--- src/include/pfm_pkg.sv ---
package pfm_pkg;
    // Register byte offsets on the APB port
    localparam logic [7:0] DIR_OFS = 8'h00;
    localparam logic [7:0] OUT_OFS = 8'h04;
    localparam logic [7:0] IN_OFS = 8'h08;
    localparam logic [7:0] SEL_OFS = 8'h0c;
    localparam logic [7:0] BUFFERED_CLOCK_OUTPUT_OFS = 8'h10;
    localparam logic [7:0] OSC_OFS = 8'h14;
    // Bit of each pin line in the direction, output and input registers
    localparam int LINE_B4 = 0;
    localparam int LINE_B6 = 1;
    localparam int LINE_B7 = 2;
    localparam int LINE_A7 = 3;
    localparam int NLINES = 4;
    // Pin-function select register layout
    localparam int B6_FN_LSB = 0;
    localparam int B7_FN_LSB = 2;
    localparam int B4_FN_LSB = 4;
    localparam int ROLE_BIT = 8;
    localparam int SEL_W = 9;
    // Function codes; code 0 is the general-purpose port line
    localparam logic [1:0] FN_GPIO = 2'h0;
    localparam logic [1:0] B6_FN_RX = 2'h1;
    localparam logic [1:0] B6_FN_SDA = 2'h2;
    localparam logic [1:0] B6_FN_EXTERNAL_CLOCK_INPUT = 2'h3;
    localparam logic [1:0] B7_FN_TX = 2'h1;
    localparam logic [1:0] B7_FN_SCL = 2'h2;
    localparam logic [1:0] B4_FN_T0 = 2'h1;
    localparam logic [1:0] B4_FN_BUFFERED_CLOCK_OUTPUT = 2'h2;
    // Buffered clock output sources
    localparam logic [1:0] BUFFERED_CLOCK_OUTPUT_OFF = 2'h0;
    localparam logic [1:0] BUFFERED_CLOCK_OUTPUT_MSTR = 2'h1;
    localparam logic [1:0] BUFFERED_CLOCK_OUTPUT_IPB = 2'h2;
    localparam logic [1:0] BUFFERED_CLOCK_OUTPUT_OSC = 2'h3;
    localparam logic ROLE_RESET = 1'b0;
    localparam logic ROLE_PORT_A7 = 1'b1;
    // Values after reset
    localparam logic [NLINES-1:0] DIR_RST = 4'h0;
    localparam logic [NLINES-1:0] OUT_RST = 4'h0;
    localparam logic [SEL_W-1:0] SEL_RST = 9'h000;
    localparam logic [1:0] BUFFERED_CLOCK_OUTPUT_RST = 2'h0;
    localparam logic OSC_RST = 1'b0;
    // Synchroniser vector {osc, ipb, mstr, rst_pin, b7, b6, b4}; reset pin idles high
    localparam int SYNC_W = 7;
    localparam logic [SYNC_W-1:0] SYNC_RST = 7'h08;
    // Internal reset stretch after the last reset request
    localparam int RESET_CYCLES_DEF = 16;
    localparam int CNT_W = 8;
endpackage : pfm_pkg

--- src/design/pfm_pin_mux.sv ---
// The APB register port and the address map were chosen for this implementation.
`timescale 1ns/10ps
// Notes on behaviour
// - After any reset every pin is on its primary function; alternates need programming.
// - Each port line has its own direction bit, independent of the others.
// - Port B line 6 defaults to port use; receive, data, clock-in selectable.
// - Port B line 7 defaults to port use; transmit also carries single-wire receive.
// - Reset pin low in reset role holds all logic in reset.
// - Internal reset releases synchronously after a fixed count of clocks.
// - Every reset returns the pin to its reset role.
// - Clock output selects off at logic 0, master, bus or oscillator clock.
// - Port B line 4 defaults to port use; timer channel or clock output selectable.
module pfm_pin_mux #(
    parameter int RESET_CYCLES = pfm_pkg::RESET_CYCLES_DEF
) (
    input wire logic pclk,
    input wire logic presetn,
    input wire logic [7:0] paddr,
    input wire logic psel,
    input wire logic penable,
    input wire logic pwrite,
    input wire logic [31:0] pwdata,
    output logic [31:0] prdata,
    output logic pready,
    output logic pslverr,
    input wire logic reset_pin_in,
    output logic reset_pin_out,
    output logic reset_pin_oe,
    input wire logic port_b_line4_in,
    output logic port_b_line4_out,
    output logic port_b_line4_oe,
    input wire logic port_b_line6_in,
    output logic port_b_line6_out,
    output logic port_b_line6_oe,
    input wire logic port_b_line7_in,
    output logic port_b_line7_out,
    output logic port_b_line7_oe,
    input wire logic watchdog_reset,
    input wire logic sw_reset_req,
    output logic internal_reset_n,
    input wire logic sci_txd,
    input wire logic sci_tx_oe,
    output logic sci_rxd,
    output logic sci_tx_line_in,
    input wire logic i2c_sda_out,
    input wire logic i2c_sda_oe,
    output logic i2c_sda_in,
    input wire logic i2c_scl_out,
    input wire logic i2c_scl_oe,
    output logic i2c_scl_in,
    input wire logic timer_channel_zero_out,
    input wire logic timer_channel_zero_oe,
    output logic timer_channel_zero_in,
    input wire logic master_system_clock,
    input wire logic peripheral_bus_clock,
    input wire logic osc_clock,
    output logic external_clock_input,
    output logic osc_clock_source_sel
);
    import pfm_pkg::*;

    if (RESET_CYCLES < 2 || RESET_CYCLES > 255) begin : g_bad_cycles
        $error("RESET_CYCLES must lie between 2 and 255");
    end

    logic [SYNC_W-1:0] sync1;
    logic [SYNC_W-1:0] sync2;
    logic [NLINES-1:0] dir;
    logic [NLINES-1:0] out;
    logic [SEL_W-1:0] sel;
    logic [1:0] buffered_clock_output_sel;
    logic in_reset;
    logic [CNT_W-1:0] rst_cnt;

    // Pins and foreign clocks pass two flip-flops; only sync2 is read
    always_ff @(posedge pclk or negedge presetn) begin
        if (!presetn) begin
            sync1 <= SYNC_RST;
            sync2 <= SYNC_RST;
        end else begin
            sync1 <= {osc_clock, peripheral_bus_clock, master_system_clock, reset_pin_in,
                      port_b_line7_in, port_b_line6_in, port_b_line4_in};
            sync2 <= sync1;
        end
    end

    wire b4_s = sync2[0];
    wire b6_s = sync2[1];
    wire b7_s = sync2[2];
    wire rst_pin_s = sync2[3];
    wire mstr_s = sync2[4];
    wire ipb_s = sync2[5];
    wire osc_s = sync2[6];

    wire [1:0] b6_fn = sel[B6_FN_LSB +: 2];
    wire [1:0] b7_fn = sel[B7_FN_LSB +: 2];
    wire [1:0] b4_fn = sel[B4_FN_LSB +: 2];
    wire role_a7 = (sel[ROLE_BIT] == ROLE_PORT_A7);

    // Reset sequencing
    wire ext_req = !role_a7 && !rst_pin_s;
    wire reset_req = ext_req || watchdog_reset || sw_reset_req;
    wire [CNT_W-1:0] next_rst_cnt = reset_req ? CNT_W'(RESET_CYCLES) :
        (rst_cnt != '0) ? rst_cnt - 1'b1 : rst_cnt;
    wire next_in_reset = reset_req || (rst_cnt > 1);

    always_ff @(posedge pclk or negedge presetn) begin
        if (!presetn) begin
            rst_cnt <= CNT_W'(RESET_CYCLES);
            in_reset <= 1'b1;
            internal_reset_n <= 1'b0;
        end else begin
            rst_cnt <= next_rst_cnt;
            in_reset <= next_in_reset;
            internal_reset_n <= !next_in_reset;
        end
    end

    // APB decode
    wire setup = psel && !penable;
    wire wr_en = psel && penable && pwrite && pready;
    wire hit_dir = (paddr == DIR_OFS);
    wire hit_out = (paddr == OUT_OFS);
    wire hit_in = (paddr == IN_OFS);
    wire hit_sel = (paddr == SEL_OFS);
    wire hit_buffered_clock_output = (paddr == BUFFERED_CLOCK_OUTPUT_OFS);
    wire hit_osc = (paddr == OSC_OFS);
    wire mapped = hit_dir || hit_out || hit_in || hit_sel || hit_buffered_clock_output || hit_osc;
    wire [31:0] rd_mux = hit_dir ? {28'h0, dir} :
        hit_out ? {28'h0, out} :
        hit_in ? {28'h0, sync2[3:0]} :
        hit_sel ? {23'h0, sel} :
        hit_buffered_clock_output ? {30'h0, buffered_clock_output_sel} :
        hit_osc ? {31'h0, osc_clock_source_sel} : 32'h0;
    wire [31:0] next_prdata = (setup && !pwrite) ? rd_mux : 32'h0;

    always_ff @(posedge pclk or negedge presetn) begin
        if (!presetn) begin
            prdata <= 32'h0;
            pready <= 1'b0;
            pslverr <= 1'b0;
        end else begin
            prdata <= next_prdata;
            pready <= setup;
            pslverr <= setup && !mapped;
        end
    end

    // Every reset, internal or external, restores the configuration
    wire [NLINES-1:0] next_dir = in_reset ? DIR_RST :
        (wr_en && hit_dir) ? pwdata[NLINES-1:0] : dir;
    wire [NLINES-1:0] next_out = in_reset ? OUT_RST :
        (wr_en && hit_out) ? pwdata[NLINES-1:0] : out;
    wire [SEL_W-1:0] next_sel = in_reset ? SEL_RST :
        (wr_en && hit_sel) ? pwdata[SEL_W-1:0] : sel;
    wire [1:0] next_buffered_clock_output_sel = in_reset ? BUFFERED_CLOCK_OUTPUT_RST :
        (wr_en && hit_buffered_clock_output) ? pwdata[1:0] : buffered_clock_output_sel;
    wire next_osc_sel = in_reset ? OSC_RST :
        (wr_en && hit_osc) ? pwdata[0] : osc_clock_source_sel;

    always_ff @(posedge pclk or negedge presetn) begin
        if (!presetn) begin
            dir <= DIR_RST;
            out <= OUT_RST;
            sel <= SEL_RST;
            buffered_clock_output_sel <= BUFFERED_CLOCK_OUTPUT_RST;
            osc_clock_source_sel <= OSC_RST;
        end else begin
            dir <= next_dir;
            out <= next_out;
            sel <= next_sel;
            buffered_clock_output_sel <= next_buffered_clock_output_sel;
            osc_clock_source_sel <= next_osc_sel;
        end
    end

    // Pad steering; reserved function codes behave as the port line
    wire b4_t0 = (b4_fn == B4_FN_T0);
    wire b4_buffered_clock_output = (b4_fn == B4_FN_BUFFERED_CLOCK_OUTPUT);
    wire b6_rx = (b6_fn == B6_FN_RX);
    wire b6_sda = (b6_fn == B6_FN_SDA);
    wire b6_external_clock_input = (b6_fn == B6_FN_EXTERNAL_CLOCK_INPUT);
    wire b7_tx = (b7_fn == B7_FN_TX);
    wire b7_scl = (b7_fn == B7_FN_SCL);
    // Sampled copy of the chosen source, so the pad is retimed to pclk
    wire buffered_clock_output_src = (buffered_clock_output_sel == BUFFERED_CLOCK_OUTPUT_MSTR) ? mstr_s :
        (buffered_clock_output_sel == BUFFERED_CLOCK_OUTPUT_IPB) ? ipb_s :
        (buffered_clock_output_sel == BUFFERED_CLOCK_OUTPUT_OSC) ? osc_s : 1'b0;

    wire next_b4_out = b4_t0 ? timer_channel_zero_out :
        b4_buffered_clock_output ? buffered_clock_output_src : out[LINE_B4];
    wire next_b4_oe = !in_reset && (b4_t0 ? timer_channel_zero_oe :
        b4_buffered_clock_output ? 1'b1 : dir[LINE_B4]);
    wire next_b6_out = b6_sda ? i2c_sda_out : out[LINE_B6];
    wire next_b6_oe = !in_reset && (b6_sda ? i2c_sda_oe :
        (b6_rx || b6_external_clock_input) ? 1'b0 : dir[LINE_B6]);
    wire next_b7_out = b7_tx ? sci_txd : b7_scl ? i2c_scl_out : out[LINE_B7];
    wire next_b7_oe = !in_reset && (b7_tx ? sci_tx_oe :
        b7_scl ? i2c_scl_oe : dir[LINE_B7]);
    // Open drain: only ever pulls low
    wire next_a7_oe = !in_reset && role_a7 && dir[LINE_A7] && !out[LINE_A7];

    always_ff @(posedge pclk or negedge presetn) begin
        if (!presetn) begin
            port_b_line4_out <= 1'b0;
            port_b_line4_oe <= 1'b0;
            port_b_line6_out <= 1'b0;
            port_b_line6_oe <= 1'b0;
            port_b_line7_out <= 1'b0;
            port_b_line7_oe <= 1'b0;
            reset_pin_out <= 1'b0;
            reset_pin_oe <= 1'b0;
        end else begin
            port_b_line4_out <= next_b4_out;
            port_b_line4_oe <= next_b4_oe;
            port_b_line6_out <= next_b6_out;
            port_b_line6_oe <= next_b6_oe;
            port_b_line7_out <= next_b7_out;
            port_b_line7_oe <= next_b7_oe;
            reset_pin_out <= 1'b0;
            reset_pin_oe <= next_a7_oe;
        end
    end

    // Peripheral inputs idle at their inactive level when not routed
    always_ff @(posedge pclk or negedge presetn) begin
        if (!presetn) begin
            sci_rxd <= 1'b1;
            sci_tx_line_in <= 1'b1;
            i2c_sda_in <= 1'b1;
            i2c_scl_in <= 1'b1;
            timer_channel_zero_in <= 1'b0;
            external_clock_input <= 1'b0;
        end else begin
            sci_rxd <= b6_rx ? b6_s : 1'b1;
            sci_tx_line_in <= b7_tx ? b7_s : 1'b1;
            i2c_sda_in <= b6_sda ? b6_s : 1'b1;
            i2c_scl_in <= b7_scl ? b7_s : 1'b1;
            timer_channel_zero_in <= b4_t0 ? b4_s : 1'b0;
            external_clock_input <= (b6_external_clock_input && osc_clock_source_sel) ? b6_s : 1'b0;
        end
    end

    // Helper for checking the release count
    logic [CNT_W-1:0] low_cnt;
    always_ff @(posedge pclk or negedge presetn) begin
        if (!presetn) begin
            low_cnt <= '0;
        end else if (reset_req) begin
            low_cnt <= '0;
        end else if (low_cnt != '1) begin
            low_cnt <= low_cnt + 1'b1;
        end
    end
endmodule : pfm_pin_mux

--- config.mk ---
export PLATFORM = sky130hd
export DESIGN_NAME = pfm_pin_mux
export DESIGN_NICKNAME = d
export VERILOG_FILES = /design/src/include/pfm_pkg.sv /design/src/design/pfm_pin_mux.sv
export SDC_FILE = /design/constraint.sdc
export NUM_CORES = 1
export LEC_CHECK = 0
export ABC_AREA = 0
export BUFFER_PORTS_ARGS = -buffer_cell sky130_fd_sc_hd__buf_2
export CAP_MARGIN = 20
export CELL_PAD_IN_SITES_DETAIL_PLACEMENT = 0
export CELL_PAD_IN_SITES_GLOBAL_PLACEMENT = 1
export CORE_AREA = 2 2 100 102
export CTS_CLUSTER_SIZE = 14
export DETAILED_ROUTE_END_ITERATION = 6
export DIE_AREA = 0 0 102 104
export PLACE_DENSITY_LB_ADDON = 0.1
export SLEW_MARGIN = 20
export SYNTH_ARGS = -nofsm -noshare
export SYNTH_HDL_FRONTEND = slang
export SYNTH_SLANG_ARGS = --single-unit
--- constraint.sdc ---
create_clock -name pclk -period 1.6 [get_ports pclk]
set_input_delay 0.08 -clock pclk [delete_from_list [all_inputs] [get_ports pclk]]
set_output_delay 0.08 -clock pclk [all_outputs]
set_load 0.02 [all_outputs]
* Yosys cells after proc, flatten, opt, wreduce, memory -nomap -nowiden *
Cells that the tools add are included.

word-level totals
  register bits = 68
  output and inout bits = 50
  bits of input ports = 62

operators by class
  $add $sub $neg = 1
  equality and inequality tests = 15
  muxes and demuxes = 39
  reductions and logical operators = 44
  order comparisons = 1

operator list
  kind                   number
  $mux W9                7
  $mux W1                23
  $logic_and A1 B1 Y1    19
  $eq A8 B4 Y1 const B   2
  $eq A8 B5 Y1 const B   2
  $mux W4                4
  $mux W8                2
  $eq A2 B2 Y1 const B   6
  $reduce_bool A2 Y1     6
  $logic_or A1 B1 Y1     9
  $eq A2 B1 Y1 const B   4
  $eq A8 B3 Y1 const B   1
  $gt A8 B1 Y1 const B   1
  $logic_not A1 Y1       8
  $logic_not A8 Y1       1
  $reduce_bool A8 Y1     1
  $sub A8 B1 Y8 const B  1
  $mux W2                3

* Depth between registers and ports, before layout *
  depth after elaboration = 8
  depth in mapped cells = 6
  depth with buffers taken out = 6

* Least setup slack after synthesis *
Ideal clock, no wire load.

  path kind = reg-to-reg
  start point = register rst_cnt[0]
  end point = register rst_cnt[6]
  stages on the path, launching flop included = 7
  arrival time = 1.590 ns
  clock period less this slack = 1.727 ns
  setup time = 0.137 ns
  slack = -0.127 ns
  path through = dfrtp_1 -> inv_1 -> ha_1 -> or3b_1 -> a2111oi_2 -> xnor2_1 -> nor2_1

between the ends
  word-level cells in the longest chain between the ends = 3
  elaborated cells on any way between the ends = 5

ends and longest elaborated chain
  element                 RTL line            text
  from (decl)             pfm_pin_mux.sv:73   logic [CNT_W-1:0] rst_cnt;
  from (signal assigned)  pfm_pin_mux.sv:109  rst_cnt <= CNT_W'(RESET_CYCLES);
  from (signal assigned)  pfm_pin_mux.sv:113  rst_cnt <= next_rst_cnt;
  $sub A8 B1 Y8           pfm_pin_mux.sv:104  (rst_cnt != '0) ? rst_cnt - 1'b1 : rst_cnt;
  $mux W8                 pfm_pin_mux.sv:104
  $mux W8                 pfm_pin_mux.sv:103  wire [CNT_W-1:0] next_rst_cnt = reset_req ? CNT_W'(RESET_CYCLES) :

Several ways; a longest one is shown, not always the timed one. The select of a mux whose other input is x is not followed.
A chain may end at the register's enable or synchronous reset.

* Worst setup path in the final report *
  start point = register rst_cnt[0]
  end point = register rst_cnt[4]

Same word-level chain as after synthesis.

==> results by stage <==
Outcome:
- The run finished with clean final reports.

Logic synthesis:
- The share of flip-flops with an asynchronous set or reset is 100%.
- The dominant cell by count in the synthesized netlist is dfrtp_1.
- The main flop type after synthesis is dfrtp_1.
- In the synthesized netlist, the cells that appear most often are dfrtp_1 (60), nor2_1 (39), mux2i_1 (29), buf_4 (24), nand2_1 (13).
- The number of distinct library cells after synthesis is 44.
- Counting flops and latches in the post-synthesis netlist gives 68.
- The number of cells produced by synthesis is 278.
- Sorting the synthesized cells by area gives the leading types as dfrtp_1 (48%), mux2i_1 (9.3%), dfstp_2 (6.7%).
- The library cell occupying the most area in the post-synthesis netlist is dfrtp_1.
- The summed instance area of the synthesized netlist is 3140 um2.
- Counting flops with a built-in enable in the synthesized netlist gives 0.
- The synthesized design devotes to its leading area cell type 47.9% of total area.
- The fraction of the yosys area taken by sequential cells is 54.6%.
- The synthesis warning total is 0.
- Each instance of the synthesized netlist takes up on average 11.3 um2.

Drt:
- The final route contains 2285 vias.
- The count of nets left with antenna violations once routing finished came out at 0.
- Dividing the detail-routed via count by the number of cells gives 4.37.
- The first detailed-routing pass took 4 iterations.
- In the final routed layout, each cell accounts on average for 13.8 um.
- In this run, the number of DRC markers left after iteration 0 of detailed routing was 58.
- Summed over all layers, the routed wires come to 7220 um.
- The remaining design rule violation count is 0.

Critical path:
- The biggest cell delay along the critical path is 0.41 ns.
- STA puts the critical path data arrival time at 1.83 ns.
- The critical path's top delay family is flip-flops.
- The element type at the critical path start is a flip-flop.
- The worst setup path is of the reg2reg kind.
- The maximum fanout encountered on the critical timing path is 3.
- At the worst endpoint, the required time is 1.88 ns.
- The critical path contains buffers and inverters numbering 2 combined.
- The largest individual stage delay along the critical path comes from the cell dfrtp_1.
- The category of the worst setup path capture point is a flip-flop.
- Walking the worst path, the cells encountered are inv_2, ha_4, or3b_4, buf_4, a211oi_2, a211o_1.

Place:
- The wire-length estimate of the detail-placed layout is 4830 um.
- The post-placement cell area is 3670 um2.
- The number of input and output port buffers inserted is 64.
- The placer congestion estimate is 0.805.

Timing:
- In the final timing run, aggregate negative setup slack is 0 ns.
- The transition at the pin with the smallest max-transition slack is 0.504 ns.
- Timing would allow up to 648 MHz.
- The hold violation count in the final report is 0.
- The post-route worst hold slack is 0.0311 ns.
- Setup violations remaining at the end of the flow were counted as 0.
- Setup repair after global routing could not meet its margin everywhere.
- The worst pin sits at a relative slew slack of 66.4%.
- For the final database, setup skew stands at 0.00909 ns.
- For the finished layout, the period the worst path requires is 1.54 ns.
- The final count of pins violating max slew is 0.
- Of the available clock period, the critical path in the final layout requires 96.5%.

Clocking:
- The clock insertion delay at the later pin of the skew report is 0.34 ns.
- The cell at the root of the clock tree is clkbuf_8.
- The sink count of the clock tree is 68.
- The number of buffers created by CTS is 9.
- The clock passes through at most 2 buffers.
- The count of H-tree levels built during CTS is 3.
- Clock-pin slew was measured on the worst setup and hold paths at 0.08 ns.
- The TritonCTS clock tree is yes.

Floorplanning:
- In this run the horizontal extent of the chip is 102 um.
- For this configuration, the core starts out at a cell density of 32.8%.
- 112 I/O pins were placed.
- After floorplanning, the core was sized to cover 9550 um2.
- In this run the vertical extent of the chip is 104 um.
- The die covers 10600 um2.
- The total number of placement rows is 36.

Cells and area:
- Summing all multi-input logic gate instances after layout gives 1350 um2.
- Relative to the synthesized area, the layout overhead comes to 32.4%.
- The area of all placed cells without fillers is 4150 um2.
- The fraction of layout cells with a size suffix above 1 is 34.4%.
- After filler insertion, the fill cell instance count of the layout stands at 979.
- Cells fill 43.5% of the core in the end.
- In the final layout, flip-flops and latches occupy 1710 um2.
- The count of antenna diodes in the layout is 0.
- The net count of the finished layout is 450.

GRT:
- The number of antenna violations at the first check in global routing is 0.
- For met3 alone, demand over resource in global routing was 3.97%.
- In the global route stage, met1 resource usage came out at 20.4%.
- Entering global routing, the biggest net connects 69 pins.
- The most utilized layer in the global route result is met1.
- The overall track demand over capacity in global routing is 14.1%.
- The first global-routing pass estimated 11500 um of wire.
- The number of global-route vias before repair came to 2179.
- Summed over all layers, the global routing overflow is 0.
- In the global route stage, met2 resource usage came out at 20.3%.

Pwr:
- The power consumption is 0.00370 W.
- VDD sags by at most 0.567 mV.
- In this run the static leakage power is 1.94 nW.
- The power density of the placed cells is 892 nW/um2.

Min path:
- The classification of the worst-slack hold path is in2reg.

Job:
- The max-capacitance violation count is 0.
metrics by stage:
stage,cells,setup slack (ns)
finish,523,0.0559
global route,523,-0.00804
CTS,519,0.0101
detailed placement,488,-0.0473
global placement,488,-0.0686
floorplan,301,0.00380
registers in the layout, indices dropped and copies added (netlist names), 2 cells and up:
signal / count
buffered_clock_output_sel: 2
dir: 4
out: 4
prdata: 9
rst_cnt: 8
sel: 9
sync1: 7
sync2: 7
routing by layer:
metal | vias to the layer above | wire length [um]
li1 | 1129 | -
met1 | 1080 | 3600
met2 | 66 | 3190
met3 | 10 | 339
met4 | 0 | 87
met5 | - | 0
final timing paths:
| check | start | end | cells past startpoint | slack [ns] |
|---|---|---|---|---|
| hold / removal | pwdata[2] | dir[2] | 3 | 0.03 |
| setup reg to reg | rst_cnt[0] | rst_cnt[4] | 6 | 0.06 |
| setup / recovery | rst_cnt[0] | rst_cnt[4] | 6 | 0.06 |
| hold reg to reg | sync1[4] | sync2[4] | 0 | 0.35 |
| min in group asynchronous | presetn | sync1[5] | 3 | 0.28 |
| max in group asynchronous | presetn | sci_tx_line_in | 3 | 0.96 |
placed cells by master, fill, tap and decap left out, types with 3 or more instances in the layout:
master,n
conb_1,24
dfstp_2,8
inv_1,3
mux2i_1,29
clkbuf_8,9
o22ai_1,3
a211oi_1,4
nor2_1,39
or3_4,3
buf_4,24
o21ai_0,5
nand2b_1,6
nand3_1,5
nand4_1,3
o21a_1,3
nor4_4,3
a21oi_1,3
dfrtp_1,60
nor2b_1,8
xnor2_1,3
buf_2,64
nand2_1,13
nor3_1,9
mux2_2,3
dlygate4sd3_1,15
and2_1,5
logic make-up (layout without fill, tap and decap cells):
| family | count (synthesis) | in the layout | synth area share (%) |
|---|---|---|---|
| multiplexers | 32 | 32 | 10.3 |
| AND/OR/NAND/NOR | 102 | 102 | 17.8 |
| XOR/XNOR | 3 | 3 | 0.838 |
| other | 1 | 24 | 0.120 |
| adder cells (fa/ha/maj) | 3 | 3 | 1.20 |
| AO/OA/AOI/OAI | 31 | 31 | 7.34 |
| buffers and inverters | 38 | 127 | 7.86 |
| flip-flops | 68 | 68 | 54.6 |
layout make-up:
cell class	instances	area share, %
repair buffers	106	16.7
clock buffers	10	3.07
flip-flops and latches	68	41.2
inverters	5	0.452
clock inverters	6	2.14
well taps	133	4.01
multi-input cells	195	32.4
what timing repair did:
item | in CTS | in global routing
hold buffers | 15 | 0
resized for setup | 3 | 12
setup endpoints to repair | 3 | 16
pin swaps | 0 | 2
buffers inserted | 0 | 4
hold endpoints to repair | 74 | 0
worst register-to-register path: stages (launching register included):
cell	delay, ns
dfrtp_1	0.41
inv_2	0.10
ha_4	0.13
or3b_4	0.39
buf_4	0.15
a211oi_2	0.19
a211o_1	0.13
power breakdown:
group / internal [W] / switching (W)
Combinational: 0.000162 / 0.000210
Sequential: 0.00175 / 0.0000190
Clock: 0.000878 / 0.000685
Total: 0.00279 / 0.000914
(Power assumes the default switching activity.)
